$ cat config.mk
export PLATFORM = sky130hd
export DESIGN_NAME = mxb_top
export DESIGN_NICKNAME = d
export VERILOG_FILES = /design/src/logic/mxb_pkg.sv /design/src/logic/mxb_dec_if.sv /design/src/logic/mxb_top.sv /design/src/logic/mxb_decoder.sv /design/src/logic/mxb_int_ram.sv
export VERILOG_INCLUDE_DIRS = /design/src /design/src/logic
export SDC_FILE = /design/constraint.sdc
export NUM_CORES = 2
export LEC_CHECK = 0
export BUFFER_PORTS_ARGS = -buffer_cell sky130_fd_sc_hd__buf_2
export CAP_MARGIN = 20
export CORE_MARGIN = 3
export CORE_UTILIZATION = 45
export CTS_BUF_LIST = sky130_fd_sc_hd__clkbuf_2 sky130_fd_sc_hd__clkbuf_4 sky130_fd_sc_hd__clkbuf_8
export DETAILED_ROUTE_END_ITERATION = 16
export PLACE_DENSITY_LB_ADDON = 0.15
export SYNTH_ARGS = -nofsm -noshare
export SYNTH_HDL_FRONTEND = slang
export SYNTH_SLANG_ARGS = --single-unit
$ cat constraint.sdc
create_clock -name i_sys_clk -period 9.6 [get_ports i_sys_clk]
set_clock_uncertainty 0.1 [all_clocks]
set_input_delay 0.96 -clock i_sys_clk [delete_from_list [all_inputs] [get_ports i_sys_clk]]
set_output_delay 0.96 -clock i_sys_clk [all_outputs]
set_load 0.02 [all_outputs]
$ cat src/logic/mxb_defines.svh
/*
 Constants of the memory decoder and external bus block: vector and call table
 addresses, decode limits, memory mapping register fields, reset values and bus
 timing. Assumes a 125 MHz system clock; included by bare name.
*/
`ifndef MXB_DEFINES_SVH
`define MXB_DEFINES_SVH

// ========================================
// Vector area and call table
`define MXB_VEC_RESET_ADDR   16'h0000
`define MXB_VEC_NMI_ADDR     16'h0004
`define MXB_VEC_TIMER_ADDR   16'h0008
`define MXB_VEC_EXTIRQ_ADDR  16'h0010
`define MXB_VEC_EVENT_ADDR   16'h0018
`define MXB_VEC_EDGE_ADDR    16'h0020
`define MXB_VEC_SERIAL_ADDR  16'h0028
`define MXB_VEC_TRAP_ADDR    16'h0060
`define MXB_CALL_BASE        16'h0080
`define MXB_CALL_LAST        16'h00BF
`define MXB_USER_BASE        16'h00C0

// ========================================
// Decode limits
`define MXB_PROM_LAST_4K     16'h0FFF
`define MXB_PROM_LAST_8K     16'h1FFF
`define MXB_PROM_LAST_16K    16'h3FFF
`define MXB_PROM_LAST_32K    16'h7FFF
`define MXB_EXT_LAST_SMALL   16'hFEFF
`define MXB_RAM_BASE         16'hFF00

// ========================================
// Memory mapping register fields and codes
`define MXB_MM_EXT_LSB       0
`define MXB_MM_RAE_BIT       3
`define MXB_MM_AREA_LSB      5
`define MXB_AREA_RST         3'h0
`define MXB_EXT_SEL_RST      3'h0
`define MXB_AREA_4K          3'h4
`define MXB_AREA_8K          3'h5
`define MXB_AREA_16K         3'h6
`define MXB_EXT_256          3'h4
`define MXB_EXT_4K           3'h5
`define MXB_EXT_16K          3'h6
`define MXB_EXT_FULL         3'h7
`define MXB_HI_MASK_NONE     8'h00
`define MXB_HI_MASK_4K       8'h0F
`define MXB_HI_MASK_16K      8'h3F
`define MXB_HI_MASK_FULL     8'hFF
`define MXB_NO_BUS_DATA      8'hFF

// ========================================
// Bus timing
`define MXB_CLK_NS           8
`define MXB_ADDR_NS          16
`define MXB_STROBE_NS        80
`define MXB_ADDR_CYC         ((`MXB_ADDR_NS + `MXB_CLK_NS - 1) / `MXB_CLK_NS)
`define MXB_STROBE_CYC       ((`MXB_STROBE_NS + `MXB_CLK_NS - 1) / `MXB_CLK_NS)

`endif

$ cat src/logic/mxb_pkg.sv
/*
 Types of the memory decoder and external bus block.
 Assumes nothing beyond a SystemVerilog compiler.
*/
package mxb_pkg;

    typedef enum logic [2:0] {
        MXB_IDLE     = 3'h0,
        MXB_ADDR     = 3'h1,
        MXB_DATA     = 3'h2,
        MXB_RECOVER  = 3'h3,
        MXB_INT      = 3'h4,
        MXB_INT_DONE = 3'h5
    } mxb_state_type;

    typedef enum logic [1:0] {
        MXB_REG_PROM = 2'h0,
        MXB_REG_RAM  = 2'h1,
        MXB_REG_EXT  = 2'h2
    } mxb_region_type;

    typedef enum logic [2:0] {
        MXB_VS_RESET  = 3'h0,
        MXB_VS_NMI    = 3'h1,
        MXB_VS_TIMER  = 3'h2,
        MXB_VS_EXTIRQ = 3'h3,
        MXB_VS_EVENT  = 3'h4,
        MXB_VS_EDGE   = 3'h5,
        MXB_VS_SERIAL = 3'h6,
        MXB_VS_TRAP   = 3'h7
    } mxb_vec_src_type;

endpackage

$ cat src/logic/mxb_dec_if.sv
/*
 Carrier between the bus controller and the address decoder.
 Assumes the controller drives the address and mapping fields.
*/
`timescale 1ns/1ns
interface mxb_dec_if;
    import mxb_pkg::*;
    logic [15:0]    addr;
    logic [2:0]     prom_area;
    logic [2:0]     ext_sel;
    logic           ram_access_enable;
    mxb_region_type region;
    logic [7:0]     hi_addr_mask;

    modport dec (input addr, prom_area, ext_sel, ram_access_enable, output region, hi_addr_mask);
    modport ctl (output addr, prom_area, ext_sel, ram_access_enable, input region, hi_addr_mask);
endinterface

$ cat src/logic/mxb_top.sv
/*
 Memory decoder and external memory bus of an 8-bit microcomputer: mapping
 register, vector and call table addresses, internal PROM/RAM access and the
 multiplexed external bus with latch, read and write strobes.
 Assumes one 125 MHz clock, a synchronous low reset, pins sampled here, and an
 internal PROM macro answering one clock after its address.
*/
`timescale 1ns/1ns
`include "mxb_defines.svh"

module mxb_top
    import mxb_pkg::*;
(
    input  wire logic        i_sys_clk,
    input  wire logic        i_rst_b,
    input  wire logic        i_stop_b,
    input  wire logic        i_mode_select_a,
    input  wire logic        i_mode_select_b,
    input  wire logic        i_mm_we,
    input  wire logic [7:0]  i_mm_wdata,
    output logic      [7:0]  o_memory_map_register,
    input  wire logic        i_acc_req,
    input  wire logic        i_acc_we,
    input  wire logic [15:0] i_acc_addr,
    input  wire logic [7:0]  i_acc_wdata,
    output logic      [7:0]  o_acc_rdata,
    output logic             o_acc_done,
    output logic             o_acc_busy,
    output logic      [14:0] o_prom_addr,
    input  wire logic [7:0]  i_prom_rdata,
    input  wire logic [2:0]  i_vec_src,
    input  wire logic [4:0]  i_call_idx,
    output logic      [15:0] o_vec_addr,
    output logic      [15:0] o_call_addr,
    input  wire logic [7:0]  i_low_multiplexed_port,
    output logic      [7:0]  o_low_multiplexed_port,
    output logic             o_low_multiplexed_port_oe,
    output logic      [7:0]  o_high_address_port,
    output logic      [7:0]  o_high_address_port_oe,
    output logic             o_wr_strobe_b,
    output logic             o_wr_strobe_oe,
    output logic             o_rd_strobe_b,
    output logic             o_rd_strobe_oe,
    output logic             o_ale,
    output logic             o_ale_oe,
    output logic             o_normal_mode,
    output logic             o_prog_mode,
    output logic             o_stopped
);

    localparam logic [3:0] ADDR_LOAD   = 4'(`MXB_ADDR_CYC - 1);
    localparam logic [3:0] STROBE_LOAD = 4'(`MXB_STROBE_CYC - 1);

    mxb_state_type  state, next_state;
    mxb_region_type region_l;
    logic [3:0]     cnt;
    logic [15:0]    addr_l, cur_addr;
    logic [7:0]     wdata_l, cur_wdata;
    logic           we_l, cur_we;
    logic [2:0]     prom_area, ext_sel;
    logic           ram_access_enable;
    logic           take, ext_bus_on;
    logic           stop_s1, stop_s2;
    logic           mode_a_s1, mode_a_s2;
    logic           mode_b_s1, mode_b_s2;
    logic [7:0]     port_s1, port_s2;
    logic [7:0]     prom_q, ram_rdata;
    logic           ram_we, stopped;

    mxb_dec_if dif ();

    // ========================================
    // Pin synchronisers
    always_ff @(posedge i_sys_clk) begin
        stop_s1   <= i_stop_b;
        stop_s2   <= stop_s1;
        mode_a_s1 <= i_mode_select_a;
        mode_a_s2 <= mode_a_s1;
        mode_b_s1 <= i_mode_select_b;
        mode_b_s2 <= mode_b_s1;
        port_s1   <= i_low_multiplexed_port;
        port_s2   <= port_s1;
    end
    assign stopped = !stop_s2;
    // ========================================
    // Mode pin status
    always_ff @(posedge i_sys_clk) begin
        if (!i_rst_b) begin
            o_normal_mode <= 1'b0;
        end else begin
            o_normal_mode <= !mode_a_s2 && mode_b_s2;
        end
        o_prog_mode <= mode_a_s2 && !mode_b_s2 && !i_rst_b;
        o_stopped   <= stopped;
    end

    // ========================================
    // Memory mapping register
    always_ff @(posedge i_sys_clk) begin
        if (!i_rst_b || stopped) begin
            prom_area <= `MXB_AREA_RST;
            ext_sel   <= `MXB_EXT_SEL_RST;
        end else if (i_mm_we) begin
            prom_area <= i_mm_wdata[`MXB_MM_AREA_LSB +: 3];
            ext_sel   <= i_mm_wdata[`MXB_MM_EXT_LSB +: 3];
        end
    end

    // Deliberately outside reset; undefined until software writes it
    always_ff @(posedge i_sys_clk) begin
        if (i_rst_b && !stopped && i_mm_we) begin
            ram_access_enable <= i_mm_wdata[`MXB_MM_RAE_BIT];
        end
    end
    assign o_memory_map_register = {prom_area, 1'b0, ram_access_enable, ext_sel};
    // ========================================
    // Address decode
    assign cur_addr   = (state == MXB_IDLE) ? i_acc_addr : addr_l;
    assign cur_wdata  = (state == MXB_IDLE) ? i_acc_wdata : wdata_l;
    assign cur_we     = (state == MXB_IDLE) ? i_acc_we : we_l;
    assign dif.addr      = cur_addr;
    assign dif.prom_area = prom_area;
    assign dif.ext_sel   = ext_sel;
    assign dif.ram_access_enable       = ram_access_enable;
    // Port mode: no bus exists, external accesses complete without a cycle
    assign ext_bus_on = (ext_sel >= `MXB_EXT_256);
    assign take       = i_acc_req && (state == MXB_IDLE) && !stopped;

    mxb_decoder u_decoder (
        .dif (dif)
    );

    // ========================================
    // Vector and call table addresses
    always_ff @(posedge i_sys_clk) begin
        case (i_vec_src)
            MXB_VS_RESET:  o_vec_addr <= `MXB_VEC_RESET_ADDR;
            MXB_VS_NMI:    o_vec_addr <= `MXB_VEC_NMI_ADDR;
            MXB_VS_TIMER:  o_vec_addr <= `MXB_VEC_TIMER_ADDR;
            MXB_VS_EXTIRQ: o_vec_addr <= `MXB_VEC_EXTIRQ_ADDR;
            MXB_VS_EVENT:  o_vec_addr <= `MXB_VEC_EVENT_ADDR;
            MXB_VS_EDGE:   o_vec_addr <= `MXB_VEC_EDGE_ADDR;
            MXB_VS_SERIAL: o_vec_addr <= `MXB_VEC_SERIAL_ADDR;
            MXB_VS_TRAP:   o_vec_addr <= `MXB_VEC_TRAP_ADDR;
            default:       o_vec_addr <= `MXB_VEC_RESET_ADDR;
        endcase
        o_call_addr <= `MXB_CALL_BASE + {10'h000, i_call_idx, 1'b0};
    end

    // ========================================
    // Bus sequencer
    always_comb begin
        next_state = state;
        case (state)
            MXB_IDLE: begin
                if (take) begin
                    if (dif.region != MXB_REG_EXT) begin
                        next_state = MXB_INT;
                    end else if (ext_bus_on) begin
                        next_state = MXB_ADDR;
                    end else begin
                        next_state = MXB_RECOVER;
                    end
                end
            end
            MXB_INT:      next_state = MXB_INT_DONE;
            MXB_INT_DONE: next_state = MXB_IDLE;
            MXB_ADDR: begin
                if (cnt == 4'h0) begin
                    next_state = MXB_DATA;
                end
            end
            MXB_DATA: begin
                if (cnt == 4'h0) begin
                    next_state = MXB_RECOVER;
                end
            end
            MXB_RECOVER:  next_state = MXB_IDLE;
            default:      next_state = MXB_IDLE;
        endcase
        // Stop aborts a cycle; the strobes float anyway
        if (stopped) begin
            next_state = MXB_IDLE;
        end
    end

    always_ff @(posedge i_sys_clk) begin
        if (!i_rst_b) begin
            state <= MXB_IDLE;
            cnt   <= 4'h0;
        end else begin
            state <= next_state;
            if (next_state != state) begin
                cnt <= (next_state == MXB_ADDR) ? ADDR_LOAD : STROBE_LOAD;
            end else if (cnt != 4'h0) begin
                cnt <= cnt - 4'h1;
            end
        end
    end

    always_ff @(posedge i_sys_clk) begin
        if (!i_rst_b) begin
            addr_l   <= 16'h0000;
            wdata_l  <= 8'h00;
            we_l     <= 1'b0;
            region_l <= MXB_REG_PROM;
        end else if (take) begin
            addr_l   <= i_acc_addr;
            wdata_l  <= i_acc_wdata;
            we_l     <= i_acc_we;
            region_l <= dif.region;
        end
    end

    // ========================================
    // Internal PROM and RAM access
    assign ram_we = (state == MXB_INT) && we_l && (region_l == MXB_REG_RAM);

    mxb_int_ram u_ram (
        .i_sys_clk (i_sys_clk),
        .i_we      (ram_we),
        .i_addr    (addr_l[7:0]),
        .i_wdata   (wdata_l),
        .o_rdata   (ram_rdata)
    );

    always_ff @(posedge i_sys_clk) begin
        if (take) begin
            o_prom_addr <= i_acc_addr[14:0];
        end
        if (state == MXB_INT) begin
            prom_q <= i_prom_rdata;
        end
    end

    // ========================================
    // Access answer
    always_ff @(posedge i_sys_clk) begin
        if (!i_rst_b) begin
            o_acc_rdata <= 8'h00;
            o_acc_done  <= 1'b0;
            o_acc_busy  <= 1'b0;
        end else begin
            o_acc_busy <= (next_state != MXB_IDLE);
            o_acc_done <= !stopped && (state == MXB_RECOVER || state == MXB_INT_DONE);
            if (take && dif.region == MXB_REG_EXT && !ext_bus_on) begin
                o_acc_rdata <= `MXB_NO_BUS_DATA;
            end else if (state == MXB_INT_DONE) begin
                o_acc_rdata <= (region_l == MXB_REG_RAM) ? ram_rdata : prom_q;
            end else if (state == MXB_DATA && cnt == 4'h0 && !we_l) begin
                o_acc_rdata <= port_s2;
            end
        end
    end

    // ========================================
    // External bus pins
    always_ff @(posedge i_sys_clk) begin
        if (!i_rst_b) begin
            o_ale                     <= 1'b0;
            o_wr_strobe_b             <= 1'b1;
            o_rd_strobe_b             <= 1'b1;
            o_low_multiplexed_port    <= 8'h00;
            o_low_multiplexed_port_oe <= 1'b0;
            o_high_address_port       <= 8'h00;
            o_high_address_port_oe    <= 8'h00;
        end else begin
            o_ale <= (next_state == MXB_ADDR);
            o_wr_strobe_b <= !(next_state == MXB_DATA && cur_we);
            o_rd_strobe_b <= !(next_state == MXB_DATA && !cur_we);
            // Address then data on one port
            o_low_multiplexed_port    <= (next_state == MXB_ADDR) ? cur_addr[7:0] : cur_wdata;
            o_low_multiplexed_port_oe <= (next_state == MXB_ADDR) || (next_state == MXB_DATA && cur_we);
            // High byte on its own port
            o_high_address_port <= cur_addr[15:8];
            o_high_address_port_oe <= (next_state == MXB_ADDR || next_state == MXB_DATA)
                                      ? dif.hi_addr_mask : 8'h00;
        end
    end

    // Strobe drivers released while reset is low or stop is active
    always_ff @(posedge i_sys_clk) begin
        o_wr_strobe_oe <= i_rst_b && !stopped;
        o_rd_strobe_oe <= i_rst_b && !stopped;
        o_ale_oe       <= i_rst_b && !stopped;
    end

    // ========================================
    // Checks
    a_wr_strobe_cause: assert property (@(posedge i_sys_clk) disable iff (!i_rst_b)
        !o_wr_strobe_b |-> (state == MXB_DATA && we_l))
        else $error("write strobe low outside a write data phase");
    a_rd_strobe_width: assert property (@(posedge i_sys_clk) disable iff (!i_rst_b || stopped)
        $fell(o_rd_strobe_b) |-> (!o_rd_strobe_b && !we_l)[*8])
        else $error("read strobe too short or on a write");
    a_float_in_reset: assert property (@(posedge i_sys_clk)
        (!i_rst_b || stopped) |=> (!o_wr_strobe_oe && !o_rd_strobe_oe && !o_ale_oe))
        else $error("strobe driven during reset or stop");
    a_ale_addr_phase: assert property (@(posedge i_sys_clk) disable iff (!i_rst_b)
        (state == MXB_ADDR) |-> (o_ale && o_low_multiplexed_port_oe && o_low_multiplexed_port == addr_l[7:0]))
        else $error("address phase without latch pulse and low address");
    a_mm_clear: assert property (@(posedge i_sys_clk)
        (!i_rst_b || stopped) |=> (prom_area == `MXB_AREA_RST && ext_sel == `MXB_EXT_SEL_RST))
        else $error("mapping fields not cleared by reset or stop");
    // Case equality: the enable is legitimately unknown until first written
    a_rae_kept: assert property (@(posedge i_sys_clk)
        (!i_rst_b) |=> (ram_access_enable === $past(ram_access_enable)))
        else $error("RAM enable changed by reset");
    a_call_entry: assert property (@(posedge i_sys_clk) disable iff (!i_rst_b)
        1'b1 |=> (o_call_addr == `MXB_CALL_BASE + {10'h000, $past(i_call_idx), 1'b0} && o_call_addr < `MXB_CALL_LAST))
        else $error("call table entry address wrong");
    a_user_area: assert property (@(posedge i_sys_clk) disable iff (!i_rst_b)
        1'b1 |=> (o_call_addr + 16'h0001 < `MXB_USER_BASE))
        else $error("call table entry reaches user area");
    a_small_layout: assert property (@(posedge i_sys_clk) disable iff (!i_rst_b)
        (take && prom_area == `MXB_AREA_4K && ram_access_enable && i_acc_addr > `MXB_PROM_LAST_4K
         && i_acc_addr <= `MXB_EXT_LAST_SMALL) |=> (region_l == MXB_REG_EXT))
        else $error("small layout external span decoded wrongly");
    a_hi_addr_mask: assert property (@(posedge i_sys_clk) disable iff (!i_rst_b)
        (state == MXB_DATA) |-> (o_high_address_port_oe == dif.hi_addr_mask
                                 && o_high_address_port == addr_l[15:8]))
        else $error("high address pins not matching capacity");

endmodule

$ cat src/logic/mxb_decoder.sv
/*
 Combinational address decoder: internal PROM window, internal RAM window,
 external space, and which high address bits are bus outputs.
 Assumes the mapping fields come from registers on the system clock.
*/
`timescale 1ns/1ns
`include "mxb_defines.svh"
module mxb_decoder
    import mxb_pkg::*;
(
    mxb_dec_if.dec dif
);

    function automatic logic [15:0] prom_last(input logic [2:0] area);
        case (area)
            `MXB_AREA_4K:  prom_last = `MXB_PROM_LAST_4K;
            `MXB_AREA_8K:  prom_last = `MXB_PROM_LAST_8K;
            `MXB_AREA_16K: prom_last = `MXB_PROM_LAST_16K;
            default:       prom_last = `MXB_PROM_LAST_32K;
        endcase
    endfunction

    // ========================================
    // Region decode
    always_comb begin
        if (dif.addr <= prom_last(dif.prom_area)) begin
            dif.region = MXB_REG_PROM;
        end else if (dif.addr >= `MXB_RAM_BASE && dif.ram_access_enable) begin
            dif.region = MXB_REG_RAM;
        end else begin
            dif.region = MXB_REG_EXT;
        end
    end

    // ========================================
    // High address pins in use
    always_comb begin
        case (dif.ext_sel)
            `MXB_EXT_4K:   dif.hi_addr_mask = `MXB_HI_MASK_4K;
            `MXB_EXT_16K:  dif.hi_addr_mask = `MXB_HI_MASK_16K;
            `MXB_EXT_FULL: dif.hi_addr_mask = `MXB_HI_MASK_FULL;
            default:       dif.hi_addr_mask = `MXB_HI_MASK_NONE;
        endcase
    end

endmodule

$ cat src/logic/mxb_int_ram.sv
/*
 Internal RAM of 256 bytes with registered read.
 Assumes write enable and address come from the system clock domain.
*/
`timescale 1ns/1ns
module mxb_int_ram (
    input  wire logic       i_sys_clk,
    input  wire logic       i_we,
    input  wire logic [7:0] i_addr,
    input  wire logic [7:0] i_wdata,
    output logic      [7:0] o_rdata
);

    logic [7:0] mem [0:255];

    // ========================================
    // No reset: contents survive stop and reset
    // Contents retained
    always_ff @(posedge i_sys_clk) begin
        if (i_we) begin
            mem[i_addr] <= i_wdata;
        end
        o_rdata <= mem[i_addr];
    end

endmodule

==> impl_metrics.json <==
{
  "setup_violations": 0,
  "min_period_ps": 4693,
  "p_switching_uw": 4404,
  "fmax_mhz": 213.1,
  "switching_share_pct": 22.61,
  "clk_pin_slew_ps": 60,
  "fin_crit_sh_pct": 48.89,
  "status": "finished clean",
  "grt_pass1_wl_mm": 322.1,
  "max_slew_margin_pct": 24.68,
  "hold_class": "in2reg",
  "antenna_found_initial": 7,
  "startpoint_type": "flop",
  "ant_nets": 0,
  "cpPeakStageDelay_ps": 910,
  "finalSetupTns_ps": 0,
  "drt-vias-per-instance": 5.929,
  "hold_viol": 0,
  "die-width_um": 438.3,
  "ios": 163,
  "cp_top_family": "compound AO/OA/AOI/OAI gates",
  "worstPathRequired_ps": 10370,
  "crit_slowest_cell": "dfxtp_4",
  "track_usage_pct": 23.61,
  "synth_cell_types": 64,
  "final_common_cell": "edfxtp_1",
  "drive_gt1_share_pct": 28.62,
  "pwr-share-comb_pct": 5.0,
  "row_count": 158,
  "powerDensity_mw_per_mm2": 204.9,
  "overflow": 0,
  "drc_errors": 0,
  "coreArea_mm2": 0.1856,
  "cts-buffers-inserted": 368,
  "ir_drop_mv": 0.1386,
  "synth-edff-count": 2072,
  "dpl-instance-area_mm2": 0.08768,
  "h-tree-depth": 5,
  "dr.pass1.iters": 6,
  "cp_cell_sequence": "buf_12 -> buf_4 -> mux4_2 -> a22oi_1 -> a21oi_1 -> o41ai_1 -> nand4_1",
  "post-cts-setup-buffers": 0,
  "crit_arrival_ps": 5460,
  "tritoncts": "done",
  "ys_seq_area_share_pct": 76.76,
  "crit_buf_inv": 2,
  "dp.final_hpwl_mm": 133.4,
  "syn_area_mm2": 0.08411,
  "finalWirelength_mm": 227.8,
  "seq_area_mm2": 0.06461,
  "wl_per_cell_um": 31.39,
  "routabilityCongestion": 0.8263,
  "grt_pass1_vias": 43060,
  "n_fill_cell": 14740,
  "cts_max_path_buffers": 4,
  "cp-end-kind": "flop",
  "clkLatencyLatePin_ps": 1070,
  "area_growth_pct": 13.03,
  "finalMaxSlewViolations": 0,
  "initial_core_util_pct": 45.31,
  "nets": 4577,
  "maxCapViolations": 0,
  "clkPwrFrac_pct": 40.7,
  "yosys_most_used_dff": "edfxtp_1",
  "worstPathMaxFanout": 88,
  "internal_power_uw": 15080,
  "numPortBuffers": 138,
  "path_class": "reg2reg",
  "power_frac_seq_pct": 54.2,
  "hold_slack_ps": 107.6,
  "vias": 43030,
  "final_area_mm2": 0.09507,
  "postSynthCellCount": 4119,
  "fp.dieH_um": 438.3,
  "syn_area_per_cell_um2": 20.42,
  "yosysWarningCount": 0,
  "layout_common_cells": "2,072 x edfxtp_1, 530 x mux4_2, 379 x clkbuf_8",
  "rsz0062_at_grt": "false",
  "tightest_slew_ps": 1127,
  "dieArea_mm2": 0.1921,
  "synth_seq_cells": 2189,
  "multi_input_area_mm2": 0.01841,
  "grt_max_degree": 107,
  "clock_sinks": 2189,
  "p_leak_uw": 0.02793,
  "drtIter0Drc": 4639,
  "cts_root_buf": "clkbuf_8",
  "ys_async_sr_fraction_pct": 0
}
[area by class of cell]
class                   instances  share of cell area (%)
diodes                          1                0.002632
clock buffers                 494                   6.395
clock inverters               144                  0.8476
inverters                      10                 0.04212
multi-input cells            1661                   19.36
flip-flops and latches       2189                   67.96
well taps                    2480                   3.264
repair buffers                279                   2.127
[synthesized netlist by cell type, types with 8 or more instances]
cell / count / area (µm²)
clkbuf_1: 137 / 514.2
a31oi_1: 9 / 56.30
a22o_1: 21 / 183.9
a21oi_1: 74 / 370.4
inv_1: 8 / 30.03
dfxtp_1: 117 / 2342
mux4_2: 530 / 11940
edfxtp_1: 2072 / 62220
and2_1: 9 / 56.30
mux2i_1: 72 / 720.7
o41ai_1: 9 / 78.83
o21a_1: 8 / 60.06
nor2b_1: 18 / 112.6
o21ai_0: 22 / 110.1
nand2_1: 175 / 656.9
nor3_1: 20 / 100.1
a22oi_1: 111 / 833.3
a21boi_0: 32 / 240.2
nand3_1: 42 / 210.2
nor2_1: 316 / 1186
nand4_1: 30 / 187.7
a221oi_1: 17 / 148.9
buf_4: 33 / 247.7
and3_1: 10 / 62.56
nor4_1: 8 / 50.05
nand2b_1: 9 / 56.30
o22ai_1: 15 / 93.84
o211ai_1: 11 / 82.58
buf_1: 44 / 165.2
buf_2: 63 / 315.3
[logic make-up after synthesis]
| kind of cell | count (synthesis) | share of synthesized area, % |
|---|---|---|
| flip-flops | 2189 | 76.76 |
| AND/OR/NAND/NOR | 657 | 3.380 |
| multiplexers | 606 | 15.10 |
| AO/OA/AOI/OAI | 369 | 3.106 |
| buffers and inverters | 290 | 1.562 |
| adder cells (fa/ha/maj) | 4 | 0.05951 |
| other | 2 | 0.008929 |
| XOR/XNOR | 2 | 0.02083 |
[metrics by stage]
stage / total power [µW] / setup WS (ps) / instances / utilization (%)
2_1_floorplan: 11330 / 5229 / 4140 / -
3_3_place_gp: 11720 / 4793 / 6572 / 47.23
3_5_place_dp: 11730 / 4799 / 6573 / 47.23
4_1_cts: 19630 / 4837 / 7254 / 51.17
5_1_grt: 20120 / 4668 / 7258 / 51.21
6_report: 19480 / 4907 / 7258 / 51.21
[power groups by stage]
stage / Combinational (µW) / Clock [µW] / Sequential (µW)
final: 983 / 7930 / 10600
after global routing: 1040 / 8520 / 10600
after CTS: 983 / 8080 / 10600
after detailed placement: 968 / 0 / 10800
after global placement: 958 / 0 / 10800
after floorplan: 520 / 0 / 10800
[sequential cells by signal, summed over array words and instances (netlist names), 4 cells and up]
register / flops
o_call_addr: 5
addr_l: 16
port_s1: 8
o_vec_addr: 5
wdata_l: 8
u_ram.o_rdata: 8
port_s2: 8
u_ram.mem: 2048
cnt: 4
o_prom_addr: 15
o_acc_rdata: 8
o_low_multiplexed_port: 8
prom_q: 8
o_high_address_port: 8
[worst reg2reg max path: stages (launching register included)]
cell     delay (ps)
dfxtp_4         910
buf_12          630
buf_4           670
mux4_2          570
a22oi_1         310
a21oi_1         270
o41ai_1         810
nand4_1         290
[layer usage]
metal | vias to the layer above | global-route usage (%) | part of all wire (%)
li1 | 17780 | - | -
met3 | 382 | 5.332 | 8.7
met4 | 0 | 7.374 | 2.9
met5 | - | 0 | 0
met2 | 1994 | 36.59 | 47
met1 | 22880 | 33.58 | 41
[path summary, 6_finish.rpt]
path / from / end / slack [ps] / depth (start not counted)
max: addr_l[0] / u_ram.o_rdata[3] / 4910 / 7
min: i_mm_wdata[7] / dif.prom_area[2] / 110 / 3
max reg2reg: addr_l[0] / u_ram.o_rdata[3] / 4910 / 7
min reg2reg: port_s1[7] / port_s2[7] / 230 / 0
[what timing repair did]
action	in CTS	in global routing
hold buffers	43	0
gates resized for setup	0	0
hold endpoints to repair	43	0
No activity file was read; power rests on OpenSTA's default activity.
